`src/rtl/uar_defines.svh`:
```
/*
 * Constants of the asynchronous serial receiver: oversampling figures,
 * bit-rate multipliers, character sizes, queue depth and reset values.
 * Assumes it is included by its bare name; it holds definitions only.
 */
`ifndef UAR_DEFINES_SVH
`define UAR_DEFINES_SVH

// line recovery runs at this many ticks per bit period
`define UAR_OVERSAMPLE 16
// tick indices within a bit period that feed the majority vote
`define UAR_VOTE_FIRST 4'h7
`define UAR_VOTE_LAST 4'h9

// oscillator periods per bit, per unit of divisor plus one
`define UAR_LOW_SPEED_MULT 64
`define UAR_HIGH_SPEED_MULT 16
`define UAR_DIVISOR_W 8
`define UAR_PRESCALE_W 10

// data bits per character
`define UAR_DATA_BITS_8 4'h8
`define UAR_DATA_BITS_9 4'h9

// receive queue depth
`define UAR_FIFO_DEPTH 2

// reset values
`define UAR_RESET_DATA 8'h00

`endif

```
`src/rtl/uar_pkg.sv`:
```
/*
 * Types shared by the serial receiver and its receive queue.
 * Assumes uar_defines.svh is on the include path.
 */
`include "uar_defines.svh"

package uar_pkg;

    // receiver sequencer states
    typedef enum logic [1:0]
    {
        RX_IDLE = 2'b00,
        RX_START = 2'b01,
        RX_DATA = 2'b10,
        RX_STOP = 2'b11
    } uar_rx_state_t;

    // one queue entry: nine data bits and its framing error
    typedef struct packed
    {
        logic [8:0] data;
        logic frameErr;
    } uar_entry_t;

    // complete state of the receiver top
    typedef struct packed
    {
        uar_rx_state_t state;
        logic [`UAR_PRESCALE_W-1:0] preCnt;
        logic [3:0] tickCnt;
        logic [3:0] bitCnt;
        logic [1:0] vote;
        logic [8:0] shift;
        logic lineMeta;
        logic lineSync;
        logic linePrev;
        logic overrun;
        logic [7:0] rxData;
        logic ninth;
        logic frameErr;
        logic ready;
        logic irq;
        logic rxOe;
        logic txOe;
    } uar_rx_regs_t;

endpackage

```
`src/rtl/uar_rx_fifo_if.sv`:
```
/*
 * Interface between the receiver sequencer and its receive queue.
 * Assumes both ends run on the same clock and clock enable.
 */
`timescale 1ns/100ps
`default_nettype none
`include "uar_defines.svh"

interface uar_rx_fifo_if;
    logic push;
    logic pop;
    logic flush;
    uar_pkg::uar_entry_t pushEntry;
    uar_pkg::uar_entry_t headEntry;
    logic full;
    logic notEmpty;

    modport producer
    (
        output push, pop, flush, pushEntry,
        input headEntry, full, notEmpty
    );

    modport store
    (
        input push, pop, flush, pushEntry,
        output headEntry, full, notEmpty
    );
endinterface

`default_nettype wire

```
`src/rtl/uar_rx_fifo.sv`:
```
/*
 * Receive queue of the serial receiver: a small first-in first-out
 * store of characters, each with its framing error bit.
 * Assumes the producer never pushes into a full queue unless it pops
 * in the same cycle; such a push is dropped here as well.
 */
`timescale 1ns/100ps
`default_nettype none
`include "uar_defines.svh"

module uar_rx_fifo
#(
    parameter int DEPTH = `UAR_FIFO_DEPTH
)
(
    // clock, reset, enable
    input wire logic ref_clk,
    input wire logic nrst,
    input wire logic clkEn,
    // queue access
    uar_rx_fifo_if.store fif
);
    localparam int PW = (DEPTH > 1) ? $clog2(DEPTH) : 1;
    localparam int CW = $clog2(DEPTH + 1);

    // pointers wrap by overflow, so the depth must be a power of two
    if (DEPTH < 2 || (DEPTH & (DEPTH - 1)) != 0)
    begin : g_depthCheck
        $error("uar_rx_fifo: DEPTH must be a power of two, at least 2");
    end

    typedef struct packed
    {
        uar_pkg::uar_entry_t [DEPTH-1:0] mem;
        logic [PW-1:0] rdPtr;
        logic [PW-1:0] wrPtr;
        logic [CW-1:0] count;
    } uar_fifo_regs_t;

    uar_fifo_regs_t r;
    uar_fifo_regs_t n;
    logic doPop;
    logic doPush;

    // pop frees a slot in the same cycle, so a full queue may still take one
    always_comb
    begin
        n = r;
        doPop = fif.pop && (r.count != '0);
        doPush = fif.push && ((r.count != CW'(DEPTH)) || doPop);
        if (doPop)
        begin
            n.rdPtr = r.rdPtr + PW'(1);
        end
        if (doPush)
        begin
            n.mem[r.wrPtr] = fif.pushEntry;
            n.wrPtr = r.wrPtr + PW'(1);
        end
        n.count = r.count + CW'(doPush) - CW'(doPop);
        if (fif.flush)
        begin
            n.rdPtr = '0;
            n.wrPtr = '0;
            n.count = '0;
        end
    end

    // state register, frozen while the clock enable is low
    always_ff @(posedge ref_clk or negedge nrst)
    begin
        if (!nrst)
        begin
            r <= '0;
        end
        else if (clkEn)
        begin
            r <= n;
        end
    end

    assign fif.headEntry = r.mem[r.rdPtr];
    assign fif.full = (r.count == CW'(DEPTH));
    assign fif.notEmpty = (r.count != '0);
endmodule

`default_nettype wire

```
`src/rtl/uar_async_receiver.sv`:
```
/*
 * Asynchronous serial receiver: start-bit search, sixteen-fold
 * oversampling with majority vote, eight or nine bit characters,
 * a two-entry receive queue with framing error per entry, overrun
 * and nine-bit address filtering.
 * Assumes control bits arrive on the same clock; only the receive pin
 * is asynchronous. The bit-rate divisor is the rate register's value.
 */
// Summary of operation
// - line recovery oversamples at sixteen ticks per bit; shifter advances per bit
// - a complete character moves at once into a two-entry receive queue
// - falling edge starts; half a bit later a high line drops silently
// - each following bit sampled one bit period later by majority vote
// - stop position sampled; low marks framing error, high clears it
// - after stop the character is queued; a data read pops oldest entry
// - ready flag high exactly while receiver enabled and queue non-empty
// - interrupt request needs receive, peripheral and global enables plus ready
// - each entry keeps its framing error; status follows the oldest entry
// - framing status read-only, forced low by port disable, kept by receive disable
// - framing-error characters are queued and reception carries on
// - third character into full queue sets overrun and stops reception
// - overrun cleared only by clearing receive enable or port enable
// - nine-bit mode shifts nine bits; ninth bit of oldest entry shown
// - address detect in nine-bit mode queues only ninth-bit-set characters
// - receiver runs with receive on, synchronous off, port on; pins forced
// - characters arrive least significant bit first in one shared format
// - high-speed select picks sixteen or sixty-four periods per divisor step
// - port disabled holds the serial unit in reset
`timescale 1ns/100ps
`default_nettype none
`include "uar_defines.svh"

module uar_async_receiver
#(
    parameter int FIFO_DEPTH = `UAR_FIFO_DEPTH
)
(
    // clock, reset, enable
    input wire logic ref_clk,
    input wire logic nrst,
    input wire logic clkEn,
    // serial line
    input wire logic serialReceivePin,
    // control bits
    input wire logic serialPortEnable,
    input wire logic continuousReceiveEnable,
    input wire logic syncModeSelect,
    input wire logic nineBitReceiveSelect,
    input wire logic addressDetectEnable,
    input wire logic highSpeedRateSelect,
    input wire logic [`UAR_DIVISOR_W-1:0] rateDivisor,
    input wire logic receiveDataRead,
    // interrupt enables
    input wire logic receiveInterruptEnable,
    input wire logic peripheralInterruptEnable,
    input wire logic globalInterruptEnable,
    // pin direction settings, high means input
    input wire logic rxPinDirectionSetting,
    input wire logic txPinDirectionSetting,
    // received character and status
    output logic [7:0] receiveData,
    output logic receivedNinthBit,
    output logic framingErrorStatus,
    output logic overrunErrorFlag,
    output logic receiveReadyFlag,
    output logic receiveIrq,
    // pin output enables
    output logic rxPinOutEn,
    output logic txPinOutEn
);
    localparam int PW = `UAR_PRESCALE_W;

    // fewer than two entries could not hold the pair of waiting characters
    if (FIFO_DEPTH < 2)
    begin : g_depthCheck
        $error("uar_async_receiver: FIFO_DEPTH must be at least 2");
    end

    // two of three agree
    function automatic logic majority(input logic [2:0] v);
        majority = (v[0] & v[1]) | (v[0] & v[2]) | (v[1] & v[2]);
    endfunction

    uar_rx_fifo_if fif ();

    uar_rx_fifo #(.DEPTH(FIFO_DEPTH)) u_fifo
    (
        .ref_clk(ref_clk),
        .nrst(nrst),
        .clkEn(clkEn),
        .fif(fif)
    );

    uar_pkg::uar_rx_regs_t r;
    uar_pkg::uar_rx_regs_t n;
    logic [PW-1:0] tickLimit;
    logic [PW-1:0] tickScale;
    logic tick;
    logic evalNow;
    logic bitVal;
    logic rxEnable;
    logic readyCalc;
    logic accept;
    logic room;
    logic stopEval;
    logic [3:0] dataBits;

    // bit-rate tick: one tick every scale*(divisor+1) clocks
    always_comb
    begin
        tickScale = highSpeedRateSelect ?
            PW'(`UAR_HIGH_SPEED_MULT / `UAR_OVERSAMPLE) :
            PW'(`UAR_LOW_SPEED_MULT / `UAR_OVERSAMPLE);
        tickLimit = PW'(({2'b00, rateDivisor} + PW'(1)) * tickScale - PW'(1));
        tick = (r.preCnt == tickLimit);
    end

    // vote uses the two stored ticks and the live third one
    assign evalNow = tick && (r.tickCnt == `UAR_VOTE_LAST);
    assign bitVal = majority({r.vote, r.lineSync});
    assign rxEnable = serialPortEnable && continuousReceiveEnable && !syncModeSelect;
    assign dataBits = nineBitReceiveSelect ? `UAR_DATA_BITS_9 : `UAR_DATA_BITS_8;
    assign stopEval = evalNow && (r.state == uar_pkg::RX_STOP);
    // a non-address character is thrown away while filtering
    assign accept = !(addressDetectEnable && nineBitReceiveSelect && !r.shift[8]);
    assign room = !fif.full || fif.pop;
    assign readyCalc = rxEnable && fif.notEmpty;

    // next-state logic of the whole receiver
    always_comb
    begin
        n = r;
        fif.push = 1'b0;
        fif.pushEntry = '0;
        fif.pop = receiveDataRead && serialPortEnable;
        fif.flush = !serialPortEnable;
        // receive pin is asynchronous: two flops before any use
        n.lineMeta = serialReceivePin;
        n.lineSync = r.lineMeta;
        n.linePrev = r.lineSync;
        n.preCnt = tick ? '0 : r.preCnt + PW'(1);
        if (tick)
        begin
            n.tickCnt = r.tickCnt + 4'h1;
            if (r.tickCnt >= `UAR_VOTE_FIRST && r.tickCnt < `UAR_VOTE_LAST)
            begin
                n.vote = {r.vote[0], r.lineSync};
            end
        end
        unique case (r.state)
            uar_pkg::RX_IDLE:
            begin
                // falling edge while allowed to receive
                if (rxEnable && !r.overrun && r.linePrev && !r.lineSync)
                begin
                    n.state = uar_pkg::RX_START;
                    n.preCnt = '0;
                    n.tickCnt = '0;
                end
            end
            uar_pkg::RX_START:
            begin
                if (evalNow)
                begin
                    n.bitCnt = '0;
                    n.state = bitVal ? uar_pkg::RX_IDLE : uar_pkg::RX_DATA;
                end
            end
            uar_pkg::RX_DATA:
            begin
                if (evalNow)
                begin
                    // least significant bit first: shift in from the top
                    n.shift = {bitVal, r.shift[8:1]};
                    n.bitCnt = r.bitCnt + 4'h1;
                    if (r.bitCnt + 4'h1 == dataBits)
                    begin
                        n.state = uar_pkg::RX_STOP;
                    end
                end
            end
            uar_pkg::RX_STOP:
            begin
                if (evalNow)
                begin
                    n.state = uar_pkg::RX_IDLE;
                    if (!nineBitReceiveSelect)
                    begin
                        n.shift = {1'b0, r.shift[8:1]};
                    end
                end
            end
        endcase
        // stop sample: queue the character, or flag overrun on a full queue
        if (stopEval && accept && rxEnable)
        begin
            fif.pushEntry.data = nineBitReceiveSelect ? r.shift : {1'b0, r.shift[8:1]};
            fif.pushEntry.frameErr = !bitVal;
            if (room)
            begin
                fif.push = 1'b1;
            end
            else
            begin
                n.overrun = 1'b1;
            end
        end
        // receive disable aborts a character and clears overrun
        if (!rxEnable)
        begin
            n.state = uar_pkg::RX_IDLE;
        end
        if (!continuousReceiveEnable || !serialPortEnable)
        begin
            n.overrun = 1'b0;
        end
        if (!serialPortEnable)
        begin
            n.preCnt = '0;
            n.tickCnt = '0;
            n.bitCnt = '0;
        end
        // status reflects the oldest unread entry
        n.rxData = fif.headEntry.data[7:0];
        n.ninth = fif.headEntry.data[8];
        n.frameErr = fif.headEntry.frameErr && fif.notEmpty && serialPortEnable;
        n.ready = readyCalc;
        n.irq = readyCalc && receiveInterruptEnable && peripheralInterruptEnable
            && globalInterruptEnable;
        // port enable overrides the pin direction settings
        n.txOe = serialPortEnable || !txPinDirectionSetting;
        n.rxOe = !serialPortEnable && !rxPinDirectionSetting;
    end

    // state register, frozen while the clock enable is low
    always_ff @(posedge ref_clk or negedge nrst)
    begin
        if (!nrst)
        begin
            r <= '0;
            r.rxData <= `UAR_RESET_DATA;
            r.lineMeta <= 1'b1;
            r.lineSync <= 1'b1;
            r.linePrev <= 1'b1;
        end
        else if (clkEn)
        begin
            r <= n;
        end
    end

    // every output is a flop of the state struct
    assign receiveData = r.rxData;
    assign receivedNinthBit = r.ninth;
    assign framingErrorStatus = r.frameErr;
    assign overrunErrorFlag = r.overrun;
    assign receiveReadyFlag = r.ready;
    assign receiveIrq = r.irq;
    assign rxPinOutEn = r.rxOe;
    assign txPinOutEn = r.txOe;
endmodule

`default_nettype wire

```
`config.mk`:
```
export PLATFORM = sky130hd
export DESIGN_NAME = uar_async_receiver
export DESIGN_NICKNAME = d
export VERILOG_FILES = /design/src/rtl/uar_pkg.sv /design/src/rtl/uar_rx_fifo_if.sv /design/src/rtl/uar_rx_fifo.sv /design/src/rtl/uar_async_receiver.sv
export VERILOG_INCLUDE_DIRS = /design/src /design/src/rtl
export SDC_FILE = /design/constraint.sdc
export NUM_CORES = 1
export LEC_CHECK = 0
export ABC_AREA = 1
export BUFFER_PORTS_ARGS = -buffer_cell sky130_fd_sc_hd__buf_2
export CAP_MARGIN = 10
export CORE_MARGIN = 2
export CORE_UTILIZATION = 58
export DETAILED_ROUTE_END_ITERATION = 10
export PLACE_DENSITY_LB_ADDON = 0.15
export SETUP_SLACK_MARGIN = 0.02
export SYNTH_ARGS = -nofsm -noshare
export SYNTH_HDL_FRONTEND = slang
export SYNTH_SLANG_ARGS = --single-unit
export TNS_END_PERCENT = 50
```
`constraint.sdc`:
```
create_clock -name ref_clk -period 2.4 [get_ports ref_clk]
set_input_delay 0.48 -clock ref_clk [delete_from_list [all_inputs] [get_ports ref_clk]]
set_output_delay 0.48 -clock ref_clk [all_outputs]
set_load 0.01 [all_outputs]
```
==> results.tsv <==
metric	value	unit
status	finished with violations	
violations	negative setup slack	
dp_cells	805	
final_cells	833	
worstReg2RegStart	u_fifo.r[0]	
cts_tree	built	
synth_area_per_cell	7.54	um2
whs	0.109	ns
tns	-55.98	ns
max-vdd-ir-drop	487	uV
cp.required	2.63	ns
tightest_slew	0.832	ns
period_share	148	%
grt_max_degree	31	
num_rows	33	
area_growth	30.7	%
relSlewSlack	44.6	%
start_util	59.4	%
min_period	3.55	ns
power.density	524	nW/um2
grt_usage	27.4	%
drive_gt1_share	33.1	%
cts_hold_buf	0	
min_path_type	in -> async	
path_clk_slew	0.09	ns
clk_path_buf_depth	2	
dr.pass1.iters	5	
fp.dieW	95.3	um
grt_pass1_vias	4350	
drtIter0Drc	188	
clock-root-buffer	clkbuf_8	
reg2regPathDepth	10	
crit_family	simple AND/OR/NAND/NOR gates	
r2r_end	u_fifo.r[1]	
die_h	95.3	um
grt_overflow	0	
maxCapViolCount	0	
reg2reg_slack	0.06	ns
worstPathArrival	3.78	ns
fin_skew	0.0141	ns
remaining_drc_errors	0	
cts_buffers	9	
h-tree-depth	3	
rsz0062_at_grt	yes	
path_max_fanout	5	
post-place-ws	-1.49	ns
nNetsFinal	770	
drv_slew	0	
start_kind	input pin	
yosysSeqAreaShare	37.9	%
ant_nets	0	
setup_ws	-1.15	ns
hold_viol_final	0	
hpwl	8570	um
ios	39	
synthCells	641	
criticalPathCategory	in -> reg	
end_kind	register	
port_buffers	38	
setup_viol	55	
power	3.31	mW
synth.distinct_cells	47	
viasPerCell	5.52	
drt_wl_total	12800	um
cpPeakStageDelay	0.55	ns
p_leak	2.99	nW
die-area	9080	um2
antenna_cells	0	
coreArea	8130	um2
cts.sink_count	73	
grt_pass1_wl	19600	um
fmax	0.282	GHz
worstSkewPairLatency	0.36	ns
slowest_stage	fa_1	
synthesis.area	4830	um2
gp_congestion	0.856	
final_common_cell	nand2_1	
dr_total_vias	4600	
cp_num_buf_inv	5	
wl_per_cell	15.3	um
antenna_found_initial	0	
final_cell_mix	149 x nand2_1, 70 x dfrtp_1, 64 x inv_1	
synth_fp_nets	688	
ys_ff_latch	73	
ys.warnings.count	0	
[final cells by class]
type | count | area (um2)
clock buffer | 9 | 124
clock inverter | 7 | 62.6
fill | 540 | 1820
inverter | 76 | 293
multi-input combinational | 463 | 3120
sequential | 73 | 1830
tap | 105 | 131
timing repair buffer | 100 | 758
[routing by layer]
layer	vias to the layer above	part of all wire, %	GRT usage (%)
li1	2234	-	-
met1	2187	43	38.3
met2	146	49	44.4
met3	33	5.1	5.14
met4	0	2.3	6.64
met5	-	0	0
[synth_stat cells (all sizes together)]
library cell / number / area (um2)
nand2: 170 / 648
inv: 75 / 284
dfrtp: 70 / 1750
o21ai: 68 / 344
nor2: 62 / 274
nand3: 58 / 328
buf: 17 / 119
ha: 17 / 213
xor2: 15 / 131
clkbuf: 13 / 48.8
a21oi: 11 / 55.1
xnor2: 11 / 96.3
nand4: 9 / 101
o22ai: 9 / 56.3
nor3: 8 / 40.0
fa: 6 / 120
dfstp: 3 / 78.8
o21bai: 3 / 22.5
a21o: 2 / 15.0
a22oi: 1 / 7.51
a31oi: 1 / 6.26
and2: 1 / 6.26
clkinv: 1 / 3.75
maj3: 1 / 10.0
mux2: 1 / 11.3
mux2i: 1 / 10.0
nand3b: 1 / 7.51
nor4: 1 / 6.26
o2111ai: 1 / 8.76
o211ai: 1 / 7.51
o31ai: 1 / 7.51
o41ai: 1 / 8.76
or2: 1 / 6.26
[worst reg2reg max path, stage by stage (launching register included)]
cell	delay (ns)
dfrtp_1	0.42
nor2_1	0.25
nor2_1	0.12
nor3_1	0.47
inv_1	0.20
nand4_4	0.16
inv_2	0.06
ha_4	0.16
xnor2_2	0.13
xor2_1	0.17
o22ai_1	0.09
[how the worst max path moves through the flow]
| stage | end | slack (ns) | depth (start not counted) | from |
|---|---|---|---|---|
| 2_1_floorplan | u_fifo.r[1] | -1.18 | 24 | rateDivisor[0] |
| 3_3_place_gp | u_fifo.r[1] | -1.38 | 23 | rateDivisor[0] |
| 3_5_place_dp | u_fifo.r[1] | -1.49 | 25 | rateDivisor[0] |
| 4_1_cts | u_fifo.r[1] | -1.11 | 23 | rateDivisor[1] |
| 5_1_grt | u_fifo.r[1] | -1.33 | 24 | rateDivisor[0] |
| 6_report | u_fifo.r[1] | -1.15 | 25 | rateDivisor[1] |
[registers in the layout (all words and copies together) (netlist names)]
signal,flops
receivedNinthBit,1
txPinOutEn,1
rxPinOutEn,1
receiveReadyFlag,1
u_fifo.r,24
framingErrorStatus,1
receiveData,8
n,2
overrunErrorFlag,1
r,32
receiveIrq,1
[power breakdown]
group	total, mW	internal (mW)	switching [mW]
clock	0.941	0.396	0.544
sequential	1.31	1.28	0.0359
combinational	1.06	0.445	0.612
total	3.31	2.12	1.19
[metrics by stage]
step           instance area, um2  util (%)
2_1_floorplan                5030         -
3_3_place_gp                 5570      68.5
3_5_place_dp                 5570      68.5
4_1_cts                      5930      72.9
5_1_grt                      6320      77.7
6_report                     6320      77.7
[logic make-up after synthesis]
| kind of cell | count (synthesis) | share of synthesized area, % |
|---|---|---|
| AO/OA/AOI/OAI | 99 | 11.2 |
| XOR/XNOR | 26 | 4.71 |
| buffers and inverters | 106 | 9.42 |
| adder cells (fa/ha/maj) | 24 | 7.09 |
| flip-flops | 73 | 37.9 |
| multiplexers | 2 | 0.440 |
| AND/OR/NAND/NOR | 311 | 29.3 |
[what timing repair did]
action                                  CTS  global route
gates cloned                              1             0
pin swaps                                18            28
gates resized for setup                  39            79
endpoints found under the setup margin   55            55
buffers inserted                          5             7
No activity file was read; power rests on OpenSTA's default activity.
